## src/pkg/dbci_pkg.sv

```systemverilog
package dbci_pkg;
  // Word and bus widths
  localparam int DW = 12;
  localparam int AW = 8;
  localparam int NEV = 3;

  // Timing
  localparam int CLK_PERIOD_NS = 100;
  localparam int MA_SETTLE_NS  = 50;
  localparam int MA_SETTLE_CYC =
    (MA_SETTLE_NS / CLK_PERIOD_NS) < 1 ? 1 : MA_SETTLE_NS / CLK_PERIOD_NS;

  // Register byte offsets
  localparam logic [AW-1:0] ADR_CTRL     = 8'h00;
  localparam logic [AW-1:0] ADR_ADDR     = 8'h04;
  localparam logic [AW-1:0] ADR_WDATA    = 8'h08;
  localparam logic [AW-1:0] ADR_RDATA    = 8'h0C;
  localparam logic [AW-1:0] ADR_STATUS   = 8'h10;
  localparam logic [AW-1:0] ADR_IRQ_STAT = 8'h14;
  localparam logic [AW-1:0] ADR_IRQ_CLR  = 8'h18;
  localparam logic [AW-1:0] ADR_IRQ_EN   = 8'h1C;

  // Control field positions
  localparam int CTRL_GO    = 0;
  localparam int CTRL_THREE = 1;
  localparam int CTRL_DIR   = 2;
  localparam int CTRL_PRIO  = 4;
  localparam int CTRL_EN    = 8;

  // Event bit positions
  localparam int EV_WORD  = 0;
  localparam int EV_BLOCK = 1;
  localparam int EV_OVF   = 2;

  // Reset values
  localparam logic [8:0]     CTRL_RST   = 9'h000;
  localparam logic [DW-1:0]  ADDR_RST   = 12'h000;
  localparam logic [DW-1:0]  WDATA_RST  = 12'h000;
  localparam logic [NEV-1:0] IRQ_EN_RST = 3'h0;

  // Increment word used by count and address cycles
  localparam logic [DW-1:0] INC_WORD = 12'h001;

  typedef enum logic [1:0] {DIR_IN, DIR_OUT, DIR_ADD} dbci_dir_t;
  typedef enum logic [1:0] {CYC_WC, CYC_CA, CYC_XFER} dbci_cyc_t;

  typedef struct packed {
    logic          cyc;
    logic          stb;
    logic          we;
    logic [AW-1:0] adr;
    logic [3:0]    sel;
    logic [31:0]   dat;
  } dbci_wb_req_t;

  typedef struct packed {
    logic        ack;
    logic [31:0] dat;
  } dbci_wb_rsp_t;

  typedef struct packed {
    logic          go;
    logic          enable;
    logic          three;
    dbci_dir_t     dir;
    logic [3:0]    prio;
    logic [DW-1:0] addr;
    logic [DW-1:0] wdata;
  } dbci_cfg_t;

  typedef struct packed {
    logic           req;
    logic           busy;
    dbci_cyc_t      cyc;
    logic           last;
    logic           ovf;
    logic [DW-1:0]  rx;
    logic [NEV-1:0] ev;
  } dbci_sts_t;
endpackage : dbci_pkg

```

## src/hw/dbci_regs.sv

```systemverilog
`timescale 1ns/100ps
module dbci_regs (
  // Clock and reset
  input  wire logic                   clk,
  input  wire logic                   rst,
  // Register bus
  input  wire dbci_pkg::dbci_wb_req_t wb_req,
  output dbci_pkg::dbci_wb_rsp_t      wb_rsp,
  // Engine side
  input  wire dbci_pkg::dbci_sts_t    sts,
  output dbci_pkg::dbci_cfg_t         cfg,
  output logic                        irq
);
  import dbci_pkg::*;

  logic           ack_ff, nxt_ack;
  logic [31:0]    rdat_ff, nxt_rdat;
  logic [8:0]     ctrl_ff, nxt_ctrl;
  logic [DW-1:0]  addr_ff, nxt_addr;
  logic [DW-1:0]  wdata_ff, nxt_wdata;
  logic [NEV-1:0] ist_ff, nxt_ist;
  logic [NEV-1:0] ien_ff, nxt_ien;
  logic           hit;
  logic           wr;
  logic [31:0]    m;
  logic [31:0]    d;

  // A write lands only on the edge where the master sees ack
  assign hit = wb_req.cyc & wb_req.stb;
  assign wr  = hit & wb_req.we & ack_ff;
  assign m   = {{8{wb_req.sel[3]}}, {8{wb_req.sel[2]}},
                {8{wb_req.sel[1]}}, {8{wb_req.sel[0]}}};
  assign d   = wb_req.dat & m;

  // Next register values, read mux and sticky events
  always_comb begin
    nxt_ack   = hit & ~ack_ff;
    nxt_rdat  = 32'h0000_0000;
    nxt_ctrl  = ctrl_ff;
    nxt_addr  = addr_ff;
    nxt_wdata = wdata_ff;
    nxt_ist   = ist_ff;
    nxt_ien   = ien_ff;
    if (wr) begin
      case (wb_req.adr)
        ADR_CTRL:    nxt_ctrl = ((ctrl_ff & ~m[8:0]) | d[8:0]) & 9'h1FE;
        ADR_ADDR:    nxt_addr = (addr_ff & ~m[DW-1:0]) | d[DW-1:0];
        ADR_WDATA:   nxt_wdata = (wdata_ff & ~m[DW-1:0]) | d[DW-1:0];
        ADR_IRQ_CLR: nxt_ist = ist_ff & ~d[NEV-1:0];
        ADR_IRQ_EN:  nxt_ien = (ien_ff & ~m[NEV-1:0]) | d[NEV-1:0];
        default: ;
      endcase
    end
    // New event beats a clear in the same cycle
    nxt_ist = nxt_ist | sts.ev;
    if (hit & ~ack_ff & ~wb_req.we) begin
      case (wb_req.adr)
        ADR_CTRL:     nxt_rdat = 32'(ctrl_ff);
        ADR_ADDR:     nxt_rdat = 32'(addr_ff);
        ADR_WDATA:    nxt_rdat = 32'(wdata_ff);
        ADR_RDATA:    nxt_rdat = 32'(sts.rx);
        ADR_STATUS:   nxt_rdat = 32'({sts.ovf, sts.last, sts.cyc,
                                      sts.busy, sts.req});
        ADR_IRQ_STAT: nxt_rdat = 32'(ist_ff);
        ADR_IRQ_EN:   nxt_rdat = 32'(ien_ff);
        default:      nxt_rdat = 32'h0000_0000;
      endcase
    end
  end

  // Register stage
  always_ff @(posedge clk) begin
    if (rst) begin
      ack_ff   <= 1'b0;
      rdat_ff  <= 32'h0000_0000;
      ctrl_ff  <= CTRL_RST;
      addr_ff  <= ADDR_RST;
      wdata_ff <= WDATA_RST;
      ist_ff   <= '0;
      ien_ff   <= IRQ_EN_RST;
    end else begin
      ack_ff   <= nxt_ack;
      rdat_ff  <= nxt_rdat;
      ctrl_ff  <= nxt_ctrl;
      addr_ff  <= nxt_addr;
      wdata_ff <= nxt_wdata;
      ist_ff   <= nxt_ist;
      ien_ff   <= nxt_ien;
    end
  end

  // Configuration view for the engine
  always_comb begin
    cfg.go     = wr & (wb_req.adr == ADR_CTRL) & d[CTRL_GO];
    cfg.enable = ctrl_ff[CTRL_EN];
    cfg.three  = ctrl_ff[CTRL_THREE];
    cfg.dir    = dbci_dir_t'(ctrl_ff[CTRL_DIR +: 2]);
    cfg.prio   = ctrl_ff[CTRL_PRIO +: 4];
    cfg.addr   = addr_ff;
    cfg.wdata  = wdata_ff;
  end

  assign wb_rsp.ack = ack_ff;
  assign wb_rsp.dat = rdat_ff;
  assign irq        = |(ist_ff & ien_ff);
endmodule : dbci_regs

```

## src/hw/dbci_top.sv

```systemverilog
// Operation
// - Three-cycle mode runs count, address, then data cycles in that order
// - Own major state sequencer steps count, address and data cycles
// - Address cycle loads break address register from memory data lines
// - Priority is arbitrated again before every one of the three cycles
// - Strobe edge asserts break active and address disable if requested
// - Only in time state four drive own priority bit, examine others
// - Win at pulse four when all higher bits high; assert cycle lines
// - Break address on memory address lines within 50 ns of pulse four; here one 100 ns clock after pulse four rises
// - Next pulse one after winning asserts address and state load inhibit
// - Same pulse one sets add flop and drives transfer path lines
// - Control lines release in the order they were asserted
// - Input or add word held on data bus through time state two
// - Output word captured from memory data lines at pulse three
// - Overflow line is sampled at pulse three
// - Output drives direction low; add keeps it high, path select low
// - Request at pulse three strobe repeats; otherwise release everything
//
// Design decisions made here: the Wishbone interface to the registers and the placing of the registers.
`timescale 1ns/100ps
module dbci_top (
  // Clock and reset
  input  wire logic                         REF_CLK,
  input  wire logic                         SYS_RST,
  // Register bus and interrupt
  input  wire dbci_pkg::dbci_wb_req_t       WB_REQ,
  output dbci_pkg::dbci_wb_rsp_t            WB_RSP,
  output logic                              IRQ,
  // Processor timing
  input  wire logic                         TIME_STATE_TWO,
  input  wire logic                         TIME_STATE_FOUR,
  input  wire logic                         PULSE_ONE,
  input  wire logic                         PULSE_THREE,
  input  wire logic                         PULSE_FOUR,
  input  wire logic                         SAMPLE_STROBE,
  // Memory side
  input  wire logic [dbci_pkg::DW-1:0]      MEMORY_DATA_LINES,
  input  wire logic                         OVERFLOW_N,
  output logic      [dbci_pkg::DW-1:0]      MEMORY_ADDRESS_LINES,
  output logic                              MEMORY_ADDRESS_OE,
  // Data bus
  input  wire logic [dbci_pkg::DW-1:0]      DATA_BUS_I,
  output logic      [dbci_pkg::DW-1:0]      DATA_BUS_O,
  output logic      [dbci_pkg::DW-1:0]      DATA_BUS_OE,
  // Break control lines
  output logic                              BREAK_ACTIVE_LINE_N,
  output logic                              PROCESSOR_ADDRESS_DISABLE_N,
  output logic                              BREAK_CYCLE_N,
  output logic                              STATE_INSTR_DISCONNECT_N,
  output logic                              ADDR_STATE_LOAD_INHIBIT_N,
  output logic                              TRANSFER_PATH_SELECT_N,
  output logic                              MEMORY_DATA_DIRECTION_N,
  output logic                              MEMORY_ADD_FLOP
);
  import dbci_pkg::*;
  localparam int MA_LAG = MA_SETTLE_CYC;
  dbci_cfg_t      cfg;
  dbci_sts_t      sts;
  logic [3:0]     pul, pul_ff, rise;
  logic           strobe_rise, tp1_rise, tp3_rise, tp4_rise;
  logic           req_ff, nxt_req;
  logic           nbr_ff, nxt_nbr;
  logic           mac_ff, nxt_mac;
  logic           malc_ff, nxt_malc;
  logic           adm_ff, nxt_adm;
  logic           padd_ff, nxt_padd;
  logic           pout_ff, nxt_pout;
  logic           last_ff, nxt_last;
  logic           ovf_ff, nxt_ovf;
  dbci_cyc_t      mstate_ff, nxt_mstate;
  dbci_cyc_t      kind_ff, nxt_kind;
  dbci_cyc_t      cur;
  dbci_dir_t      cur_dir;
  logic [DW-1:0]  ma_ff, nxt_ma;
  logic [DW-1:0]  break_address_register_ff, nxt_break_address_register;
  logic [DW-1:0]  tx_ff, nxt_tx;
  logic [DW-1:0]  rx_ff, nxt_rx;
  logic [NEV-1:0] ev_ff, nxt_ev;
  logic [DW-1:0]  onehot;
  logic [DW-1:0]  higher;
  logic [DW-1:0]  addr_sel;
  logic           win;
  logic           drive_word;
  // Register file and interrupt
  dbci_regs dbci_regs_inst (
    .clk    (REF_CLK),
    .rst    (SYS_RST),
    .wb_req (WB_REQ),
    .wb_rsp (WB_RSP),
    .sts    (sts),
    .cfg    (cfg),
    .irq    (IRQ)
  );
  // Leading edges of the timing pulses; pins are already synchronous
  assign pul         = {SAMPLE_STROBE, PULSE_FOUR, PULSE_THREE, PULSE_ONE};
  assign rise        = pul & ~pul_ff;
  assign strobe_rise = rise[3];
  assign tp4_rise    = rise[2];
  assign tp3_rise    = rise[1];
  assign tp1_rise    = rise[0];
  always_ff @(posedge REF_CLK) begin
    if (SYS_RST) begin
      pul_ff <= 4'h0;
    end else begin
      pul_ff <= pul;
    end
  end
  // Priority network: bit 0 is the highest priority
  assign onehot = INC_WORD << cfg.prio;
  assign higher = onehot - INC_WORD;
  assign win    = &(DATA_BUS_I | ~higher);
  // Cycle kind: one-cycle mode always transfers data
  assign cur     = cfg.three ? mstate_ff : CYC_XFER;
  assign cur_dir = (cur == CYC_XFER) ? cfg.dir : DIR_ADD;
  // Address chosen for the cycle about to be won
  always_comb begin
    case (cur)
      CYC_WC:  addr_sel = cfg.addr;
      CYC_CA:  addr_sel = cfg.addr + INC_WORD;
      default: addr_sel = cfg.three ? break_address_register_ff : cfg.addr;
    endcase
  end
  // Break engine next state
  always_comb begin
    nxt_req    = req_ff;
    nxt_nbr    = nbr_ff;
    nxt_mac    = mac_ff;
    nxt_malc   = malc_ff;
    nxt_adm    = adm_ff;
    nxt_padd   = padd_ff;
    nxt_pout   = pout_ff;
    nxt_last   = last_ff;
    nxt_ovf    = ovf_ff;
    nxt_mstate = mstate_ff;
    nxt_kind   = kind_ff;
    nxt_ma     = ma_ff;
    nxt_break_address_register   = break_address_register_ff;
    nxt_tx     = tx_ff;
    nxt_rx     = rx_ff;
    nxt_ev     = '0;
    // Strobe latches the request; no request releases the first pair
    if (strobe_rise) begin
      nxt_nbr = req_ff & cfg.enable;
    end
    // Each cycle wins on its own arbitration, so others can cut in
    if (tp4_rise) begin
      nxt_mac = nbr_ff & win;
      if (nbr_ff & win) begin
        nxt_ma = addr_sel;
      end
    end
    // Pulse one follows the won cycle with inhibit and path
    if (tp1_rise) begin
      nxt_malc = mac_ff;
      nxt_adm  = mac_ff & (cur_dir == DIR_ADD);
      nxt_padd = mac_ff & (cur_dir == DIR_ADD);
      nxt_pout = mac_ff & (cur_dir == DIR_OUT);
      if (mac_ff) begin
        nxt_kind = cur;
        nxt_tx   = (cur == CYC_XFER) ? cfg.wdata : INC_WORD;
        if (cfg.three) begin
          case (mstate_ff)
            CYC_WC:  nxt_mstate = CYC_CA;
            CYC_CA:  nxt_mstate = CYC_XFER;
            default: nxt_mstate = CYC_WC;
          endcase
        end
        // Data cycle consumes the request unless the block goes on
        if ((cur == CYC_XFER) && (!cfg.three || last_ff)) begin
          nxt_req = 1'b0;
        end
      end
    end
    // Pulse three captures inside a running cycle
    if (tp3_rise && malc_ff) begin
      case (kind_ff)
        CYC_WC: begin
          nxt_last = ~OVERFLOW_N;
        end
        CYC_CA: begin
          nxt_break_address_register = MEMORY_DATA_LINES;
        end
        default: begin
          if (pout_ff) begin
            nxt_rx = MEMORY_DATA_LINES;
          end
          if (padd_ff) begin
            nxt_ovf = ~OVERFLOW_N;
          end
          nxt_ev[EV_WORD]  = 1'b1;
          nxt_ev[EV_BLOCK] = cfg.three & last_ff;
          nxt_ev[EV_OVF]   = padd_ff & ~OVERFLOW_N;
          nxt_last         = 1'b0;
        end
      endcase
    end
    // Software start beats a hardware clear in the same cycle
    if (cfg.go) begin
      nxt_req = 1'b1;
    end
    if (!cfg.three) begin
      nxt_mstate = CYC_WC;
    end
  end
  // Break engine registers
  always_ff @(posedge REF_CLK) begin
    if (SYS_RST) begin
      req_ff    <= 1'b0;
      nbr_ff    <= 1'b0;
      mac_ff    <= 1'b0;
      malc_ff   <= 1'b0;
      adm_ff    <= 1'b0;
      padd_ff   <= 1'b0;
      pout_ff   <= 1'b0;
      last_ff   <= 1'b0;
      ovf_ff    <= 1'b0;
      mstate_ff <= CYC_WC;
      kind_ff   <= CYC_WC;
      ma_ff     <= '0;
      break_address_register_ff   <= '0;
      tx_ff     <= '0;
      rx_ff     <= '0;
      ev_ff     <= '0;
    end else begin
      req_ff    <= nxt_req;
      nbr_ff    <= nxt_nbr;
      mac_ff    <= nxt_mac;
      malc_ff   <= nxt_malc;
      adm_ff    <= nxt_adm;
      padd_ff   <= nxt_padd;
      pout_ff   <= nxt_pout;
      last_ff   <= nxt_last;
      ovf_ff    <= nxt_ovf;
      mstate_ff <= nxt_mstate;
      kind_ff   <= nxt_kind;
      ma_ff     <= nxt_ma;
      break_address_register_ff   <= nxt_break_address_register;
      tx_ff     <= nxt_tx;
      rx_ff     <= nxt_rx;
      ev_ff     <= nxt_ev;
    end
  end
  // Data bus: priority bit in state four, word in state two
  assign drive_word = TIME_STATE_TWO & malc_ff & ~pout_ff;
  always_comb begin
    DATA_BUS_O  = 12'h000;
    DATA_BUS_OE = 12'h000;
    if (TIME_STATE_FOUR && nbr_ff) begin
      DATA_BUS_OE = onehot;
    end else if (drive_word) begin
      DATA_BUS_O  = tx_ff;
      DATA_BUS_OE = 12'hFFF;
    end
  end
  // Control lines straight from the flops; all active low except the add flop
  assign BREAK_ACTIVE_LINE_N         = ~nbr_ff;
  assign PROCESSOR_ADDRESS_DISABLE_N = ~nbr_ff;
  assign BREAK_CYCLE_N               = ~mac_ff;
  assign STATE_INSTR_DISCONNECT_N    = ~mac_ff;
  assign ADDR_STATE_LOAD_INHIBIT_N   = ~malc_ff;
  assign TRANSFER_PATH_SELECT_N      = ~padd_ff;
  assign MEMORY_DATA_DIRECTION_N     = ~pout_ff;
  assign MEMORY_ADD_FLOP             = adm_ff;
  // Address lines always carry the last won address; enabled only while the cycle is ours
  assign MEMORY_ADDRESS_LINES = ma_ff;
  assign MEMORY_ADDRESS_OE    = mac_ff;
  // Status toward software, in the order the status register packs it
  assign sts = '{req_ff, nbr_ff | mac_ff | malc_ff, mstate_ff,
                 last_ff, ovf_ff, rx_ff, ev_ff};
endmodule : dbci_top

```

## config.mk

```make
export PLATFORM = sky130hd
export DESIGN_NAME = dbci_top
export DESIGN_NICKNAME = d
export VERILOG_FILES = /design/src/pkg/dbci_pkg.sv /design/src/hw/dbci_regs.sv /design/src/hw/dbci_top.sv
export SDC_FILE = /design/constraint.sdc
export NUM_CORES = 1
export LEC_CHECK = 0
export BUFFER_PORTS_ARGS = -buffer_cell sky130_fd_sc_hd__buf_2
export CORE_MARGIN = 10
export CORE_UTILIZATION = 45
export CTS_CLUSTER_SIZE = 16
export DETAILED_ROUTE_END_ITERATION = 8
export GPL_TIMING_DRIVEN = 0
export HOLD_SLACK_MARGIN = 0.03
export MAX_ROUTING_LAYER = met4
export PLACE_DENSITY = 0.71
export SLEW_MARGIN = 20
export SYNTH_ARGS = -nofsm -noshare
export SYNTH_HDL_FRONTEND = slang
export SYNTH_SLANG_ARGS = --single-unit
```

## constraint.sdc

```tcl
create_clock -name REF_CLK -period 3.6 [get_ports REF_CLK]
set_clock_uncertainty 0.2 [all_clocks]
set_input_delay 0.72 -clock REF_CLK [delete_from_list [all_inputs] [get_ports REF_CLK]]
set_output_delay 0.72 -clock REF_CLK [all_outputs]
set_load 0.005 [all_outputs]
```

* After elaboration in Yosys (flattened, before gate mapping)
Index checks and enable logic that the tools add are counted.
** Cells by class
- Eq/ne operators :: 13
- Shifts and indexed selects :: 1
- Muxes and demuxes :: 19
- $add $sub $neg :: 2
- Bitwise operators :: 50
- Reduce and logical (&&, ||, !) cells :: 30
** Operators by type and width (number)
- 12-bit case mux with 7 select lines :: 1
- 12-bit two-way mux :: 6
- 12-bit bitwise AND :: 3
- 12-bit bitwise OR :: 3
- 8-bit by 5-bit == test with 1-bit output, second input constant :: 4
- 12-bit NOT :: 2
- 12-bit case mux with 2 select lines :: 1
- 8-bit by 4-bit == test with 1-bit output, second input constant :: 2
- 2-bit AND reduction :: 8
- 1-bit bitwise AND :: 15
- 1-bit NOT :: 13
- 12-bit by 1-bit adder with 12-bit output, second input constant :: 1
- 12-bit AND reduction :: 1
- 1-bit by 4-bit << shifter with 12-bit output, first input constant :: 1
- 12-bit by 1-bit subtractor with 12-bit output, second input constant :: 1
- 3-bit bitwise AND :: 3
- 9-bit bitwise AND :: 1
- 9-bit NOT :: 1
- 9-bit bitwise OR :: 1
- 3-bit AND reduction :: 3
- 2-bit by 1-bit == test with 1-bit output, second input constant :: 4
- 8-bit by 3-bit == test with 1-bit output, second input constant :: 1
- 8-bit zero test :: 1
- 2-bit OR reduction :: 4
- 18 further kinds :: 34
** Storage, ports and cells
- Input port bits :: 80
- Output and inout bits :: 79
- Word-level logic and storage cells :: 139
- Register bits :: 138

* Depth between registers and ports, before layout
Gate-level depths: netlist of the first run.
- Word-level depth :: 7
- Depth in mapped cells :: 11
- Gate-level depth less buffers :: 8

* Hierarchy
A second synthesis of the first run with hierarchy kept.
** Second synthesis, totals
- Cell total of the unflattened synthesis :: 679
- Area total of the unflattened synthesis :: 5977.0 µm²
** By module, submodules not included
- dbci_top :: instances 1, cells an instance 416, area each 3425.8 µm², sequential area each 1341.3 µm²
- dbci_regs :: instances 1, cells an instance 263, area each 2551.2 µm², sequential area each 1021.0 µm²

* Worst setup path after synthesis of the first run
Ideal clock, no wire load.
- Path type :: register to register
- Start :: register with a tool-made name
- End :: register ma_ff[0], in the netlist MEMORY_ADDRESS_LINES[0]
- Path buffers :: 2
- Required time :: 3279 ps
- Library setup time :: 121 ps
- Data arrival time :: 2764 ps
- Period minus slack after synthesis :: 3085 ps
- Path slack :: 515 ps
- Cell stages (with the launch flop) :: 11
- Cell sequence :: dfxtp_1 > clkbuf_1 > or2_2 > or3_1 > ha_1 > nor2_1 > or3_1 > a221o_1 > or3_1 > buf_6 > mux2_4
** RTL lines
- end signal: assignment :: line dbci_top.sv:236 : ma_ff <= nxt_ma;
- end: declaration :: line dbci_top.sv:74 : logic [DW-1:0] ma_ff, nxt_ma;

==> metrics, run 1 <==
outcome finished clean; post_cts resized 0; Tot GR Track Use 22.0%; syn_area_per_cell 8.34 sq um; Final Slew Violations 0; share of cells above drive strength 1 22.3%; Crit Path Class register to register; # setup viols final 0; top_reg_cell synth dfxtp_1; P_int 2.41 mW; first-pass GRT wire length 30100 um; Layout area overhead 24.7%; full die area 0.0177 sq mm; Pleak 2.81 nW; Avg WL per Cell 18.7 um; Clk Latency, worst-skew pair 420 ps; vias per cell 5.62; Async SR Flop Fraction 0%; CP required 3700 ps; hold_ws 240 ps; total power 3.08 mW; vias in the first global route 5408; Final Non-Filler Cells 1024; Comb power frac 4.2%; sequential fraction of the synthesis area 41.1%; EDFF count, synth 0; DRT Wirelength 19200 um; CTS tree done; Placer Congestion 0.969; clock buffer depth 2; TritonCTS Buffers 17; Starting Density 45.7%; Worst-Margin Slew 1010 ps; final period utilization 92.3%; TritonCTS sink count 118; Peak Freq 301 MHz; fin crit period 3320 ps; Placement Setup Slack 299 ps; CTS H-tree depth 4; Die X 133 um; routed via count 5754; FF+latch count, synth 118; top cell type's share of synthesized area 41.1%; sw power 0.673 mW; setup_tns 0 ps; Die H 133 um; Worst Path Arrival 3430 ps; Layout Nets 922; gr ovfl total 0; Net Sw Frac 21.9%; clock slew at reported path FFs 50 ps; Port Buf Inserts 113; Critical Path End Type register; ANT nets after route 0; Post-CTS Hold Fix Bufs 0; fin worst setup slack 276 ps; VDD IR max 0.292 mV; number of max-cap violations 0; YS warnings 0; top post-synthesis cells by area dfxtp_1 41%, mux2i_1 7.7%, nor2_1 6.4%; most frequent cells in the layout 118 x dfxtp_1, 116 x buf_2, 98 x nor2_1; antenna fix cells 0; Pwr per Cell Area 430 mW/mm^2; Slew HR 32.5%; Detail Placement HPWL 14600 um; Sequential Power Share 42.6%; core area 0.0126 sq mm; placed cell count 993; initial DRC count 752; cell row count 41; Synth Cell Area 0.00574 sq mm; IO Pins 159; DR pass1 iterations 5; Final Hold Viols 0; Root Driver clkbuf_16; critical-path maximum fanout 10; Worst Hold Class register to register; CP startpoint kind register; most area-hungry cell type in the Yosys netlist dfxtp_1; largest net degree at the start of global routing 17; residual DRC count 0; RSZ-0062 raised after global routing false; Clock Power Share 53.2%; Cells after Synth 689; post-synth cell types 59; setup bufs post-CTS 0; initial antenna violation count 0; most common cell after layout, fill and taps aside dfxtp_1
==> worst paths after layout <==
check | from | end | slack [ps] | cells past startpoint
hold reg to reg | ev_ff[2] | dbci_regs_inst.ist_ff[2] | 240 | 2
setup reg to reg | register | MEMORY_ADDRESS_LINES[7] | 280 | 10
setup / recovery | register | MEMORY_ADDRESS_LINES[7] | 280 | 10
hold / removal | ev_ff[2] | dbci_regs_inst.ist_ff[2] | 240 | 2
==> worst max-delay path, cell delays in order, from the launching register on <==
cell	delay [ps]
dfxtp_1	350
clkbuf_1	230
or2_2	390
or3_1	320
ha_1	290
nor2_1	40
or3_1	290
a221o_1	270
or3_1	380
buf_6	150
mux2_4	290
==> area by class of cell <==
cell class / count / area, sq um
fill: 1189 / 5410
clock buffer: 22 / 464
clock inverter: 9 / 103
timing repair buffer: 113 / 566
inverter: 18 / 67.6
multi-input combinational: 502 / 3010
tap: 172 / 215
buffer: 70 / 378
sequential: 118 / 2360
==> synth_stat cells (3+ instances only) <==
master and instances:
nand3b_1 3, a221o_1 4, mux2_2 11, a211oi_1 3, inv_1 16, nand4b_1 3
nor2_1 98, a222oi_1 8, or3_1 9, mux2_4 3, nand2_1 52, nand2b_1 16
and2_1 13, nand4_1 12, and4_1 5, mux2i_1 44, nor2b_1 10, a22oi_1 18
dfxtp_1 118, clkbuf_1 41, buf_4 23, and3_1 3, o21ai_0 42, nand3_1 21
a211o_1 6, buf_2 3, nor3_1 14, a21oi_1 49
==> cells by family after synthesis <==
kind of cell	count (synthesis)	share of synthesized area [%]
AO/OA/AOI/OAI	154	17.2
XOR/XNOR	1	0.153
adder cells (fa/ha/maj)	2	0.436
buffers and inverters	88	7.76
flip-flops	118	41.1
multiplexers	58	10.6
other	1	0.0653
AND/OR/NAND/NOR	267	22.6
==> stage by stage <==
stage / utilization (%) / instance area [sq um]
2_1_floorplan: - / 5810
3_3_place_gp: 52.5 / 6600
3_5_place_dp: 52.5 / 6600
4_1_cts: 57.0 / 7160
5_1_grt: 57.0 / 7160
6_report: 57.0 / 7160
==> power by group through the flow <==
stage | combinational, mW | clock (mW) | sequential, mW
global route | 0.141 | 1.71 | 1.31
CTS | 0.127 | 1.64 | 1.31
detailed placement | 0.127 | 0 | 1.34
global placement | 0.126 | 0 | 1.34
floorplan | 0.0624 | 0 | 1.34
finish | 0.130 | 1.64 | 1.31
==> routing by layer <==
layer  vias to the layer above  GRT usage, %  share of wire (%)
met5                         -             -                  0
met4                         0          7.33                2.4
met3                        41          6.36                9.6
met2                       295          32.8                 45
met1                      2698          28.0                 43
li1                       2720             -                  -
Note: power is estimated with default switching activity, not from simulation.
==> inputs of run 2 (changes only) <==
--- a/config.mk
+++ b/config.mk
@@ -7,13 +7,13 @@
 export LEC_CHECK = 0
 export BUFFER_PORTS_ARGS = -buffer_cell sky130_fd_sc_hd__buf_2
 export CORE_MARGIN = 10
-export CORE_UTILIZATION = 45
+export CORE_UTILIZATION = 53
 export CTS_CLUSTER_SIZE = 16
 export DETAILED_ROUTE_END_ITERATION = 8
 export GPL_TIMING_DRIVEN = 0
 export HOLD_SLACK_MARGIN = 0.03
 export MAX_ROUTING_LAYER = met4
-export PLACE_DENSITY = 0.71
+export PLACE_DENSITY = 0.82
 export SLEW_MARGIN = 20
 export SYNTH_ARGS = -nofsm -noshare
 export SYNTH_HDL_FRONTEND = slang
==> run 2 against run 1 <==
  * Core utilization increased by 12 points
  * Critical endpoint is now MEMORY_ADDRESS_LINES[0]
  * Critical path depth is the same
  * Largest power group unchanged
  * Cell area is essentially flat
  * Register-to-register slack worse by 60 ps
==> metrics, run 2 (synthesis results as in run 1) <==
Worst Hold Class input pin to register (was register to register); critical-path maximum fanout 10 (unchanged); most frequent CP cell or3_1 (unchanged); CTS H-tree depth 4 (unchanged); number of max-cap violations 0 (unchanged); share of cells above drive strength 1 22.7% (was 22.3%); Die H 124 um (was 133 um); Slew HR 31.6% (was 32.5%); DRT Wirelength 20900 um (was 19200 um); antenna fix cells 0 (unchanged); Worst R2R Setup Slack 210 ps (was 280 ps); gr ovfl total 0 (unchanged); residual DRC count 0 (unchanged); most frequent cells in the layout 118 x dfxtp_1, 116 x buf_2, 98 x nor2_1 (unchanged); CP top delay family simple AND/OR/NAND/NOR gates (unchanged); Port Buf Inserts 113 (unchanged); Cell Chain, Critical Path clkbuf_1 -> or2_2 -> or3_1 -> ha_1 -> nor2_1 -> or3_1 -> a221o_1 -> or3_1 -> buf_6 -> mux2_4 (unchanged); DR pass1 iterations 5 (unchanged); Post-CTS Hold Fix Bufs 0 (unchanged); Crit Path Class register to register (unchanged); clock buffer depth 2 (unchanged); initial DRC count 754 (was 752); Layout area overhead 24.8% (was 24.7%); TritonCTS Buffers 17 (unchanged); Detail Placement HPWL 15400 um (was 14600 um); Final Hold Viols 0 (unchanged); IO Pins 159 (unchanged); outcome finished clean (unchanged); Avg WL per Cell 21.1 um (was 18.7 um); Clk Latency, worst-skew pair 530 ps (was 420 ps); total power 3.21 mW (was 3.08 mW); TritonCTS sink count 118 (unchanged); Worst-Margin Slew 1020 ps (was 1010 ps); setup bufs post-CTS 0 (unchanged); routed via count 5976 (was 5754); CP startpoint kind register (unchanged); Tot GR Track Use 27.3% (was 22.0%); Pwr per Cell Area 448 mW/mm^2 (was 430 mW/mm^2); post_cts resized 0 (unchanged); Worst Path Arrival 3610 ps (was 3430 ps); CP bufs+invs 2 (unchanged); Placer Congestion 0.956 (was 0.969); Critical Path End Type register (unchanged); first-pass GRT wire length 31300 um (was 30100 um); full die area 0.0154 sq mm (was 0.0177 sq mm); CP required 3820 ps (was 3700 ps); Starting Density 54.9% (was 45.7%); Die X 124 um (was 133 um); fin crit period 3390 ps (was 3320 ps); vias in the first global route 5624 (was 5408); cell row count 37 (was 41); CTS tree done (unchanged); Root Driver clkbuf_8 (was clkbuf_16); largest net degree at the start of global routing 17 (unchanged); Final Slew Violations 0 (unchanged); VDD IR max 0.394 mV (was 0.292 mV); most common cell after layout, fill and taps aside dfxtp_1 (unchanged); setup_tns 0 ps (unchanged); vias per cell 6.04 (was 5.62); Peak Freq 295 MHz (was 301 MHz); initial antenna violation count 0 (unchanged); final period utilization 94.1% (was 92.3%); clock slew at reported path FFs 60 ps (was 50 ps); ANT nets after route 0 (unchanged); # setup viols final 0 (unchanged); CP max-delay cell or2_2 (unchanged); Pleak 2.83 nW (was 2.81 nW); Crit path largest cell delay 410 ps (was 390 ps); core area 0.0105 sq mm (was 0.0126 sq mm); Layout Nets 922 (unchanged); RSZ-0062 raised after global routing false (unchanged)
run 2: cell types whose count changed in the layout (fill, tap and decap cells not counted), moves of 2 or more:
cell        change
clkbuf_1        -3
inv_6           +2
clkinvlp_4      +2
bufinv_16       +2
clkinv_2        -2
clkinv_4        +2
run 2: through the flow:
step | setup WS (ps) | hold WS (ps) | util, % | cell area (sq um) | std cells
6_report | 212 | 222 | 68.5 | 7170 | 989
5_1_grt | 119 | 229 | 68.5 | 7170 | 989
4_1_cts | 226 | 224 | 68.5 | 7170 | 989
3_5_place_dp | 235 | 235 | 62.6 | 6550 | 957
3_3_place_gp | 309 | 219 | 62.6 | 6550 | 957
2_1_floorplan | 515 | 213 | - | 5810 | 708
run 2: worst reg2reg max path, stage by stage, from the launching register on:
cell	delay (ps)
dfxtp_1	350
clkbuf_1	240
or2_2	410
or3_1	330
ha_1	300
nor2_1	40
or3_1	300
a221o_1	280
or3_1	390
buf_6	150
mux2_4	300
run 2: layer usage:
layer	vias to the layer above	part of all wire (%)	GRT usage (%)
met5	-	0	-
met4	0	2.2	8.35
met3	45	11	5.52
met2	379	46	42.5
met1	2837	41	35.1
li1	2715	-	-
run 2: layout make-up:
| type | count | area (sq um) |
|---|---|---|
| buffer | 70 | 378 |
| clock buffer | 17 | 414 |
| clock inverter | 15 | 203 |
| fill | 872 | 3300 |
| inverter | 18 | 67.6 |
| multi-input combinational | 502 | 3010 |
| sequential | 118 | 2360 |
| tap | 136 | 170 |
| timing repair buffer | 113 | 566 |
run 2: worst paths after layout:
kind | start | to | depth (start not counted)
setup / recovery | register | MEMORY_ADDRESS_LINES[0] | 10
hold / removal | PULSE_FOUR | pul_ff[2] | 2
setup reg to reg | register | MEMORY_ADDRESS_LINES[0] | 10
hold reg to reg | ev_ff[1] | dbci_regs_inst.ist_ff[1] | 2
run 2: power by group:
part | switching (mW) | internal, mW | total (mW)
sequential | 0.00119 | 1.31 | 1.31
combinational | 0.0813 | 0.0511 | 0.132
clock | 0.644 | 1.13 | 1.77
total | 0.726 | 2.49 | 3.21
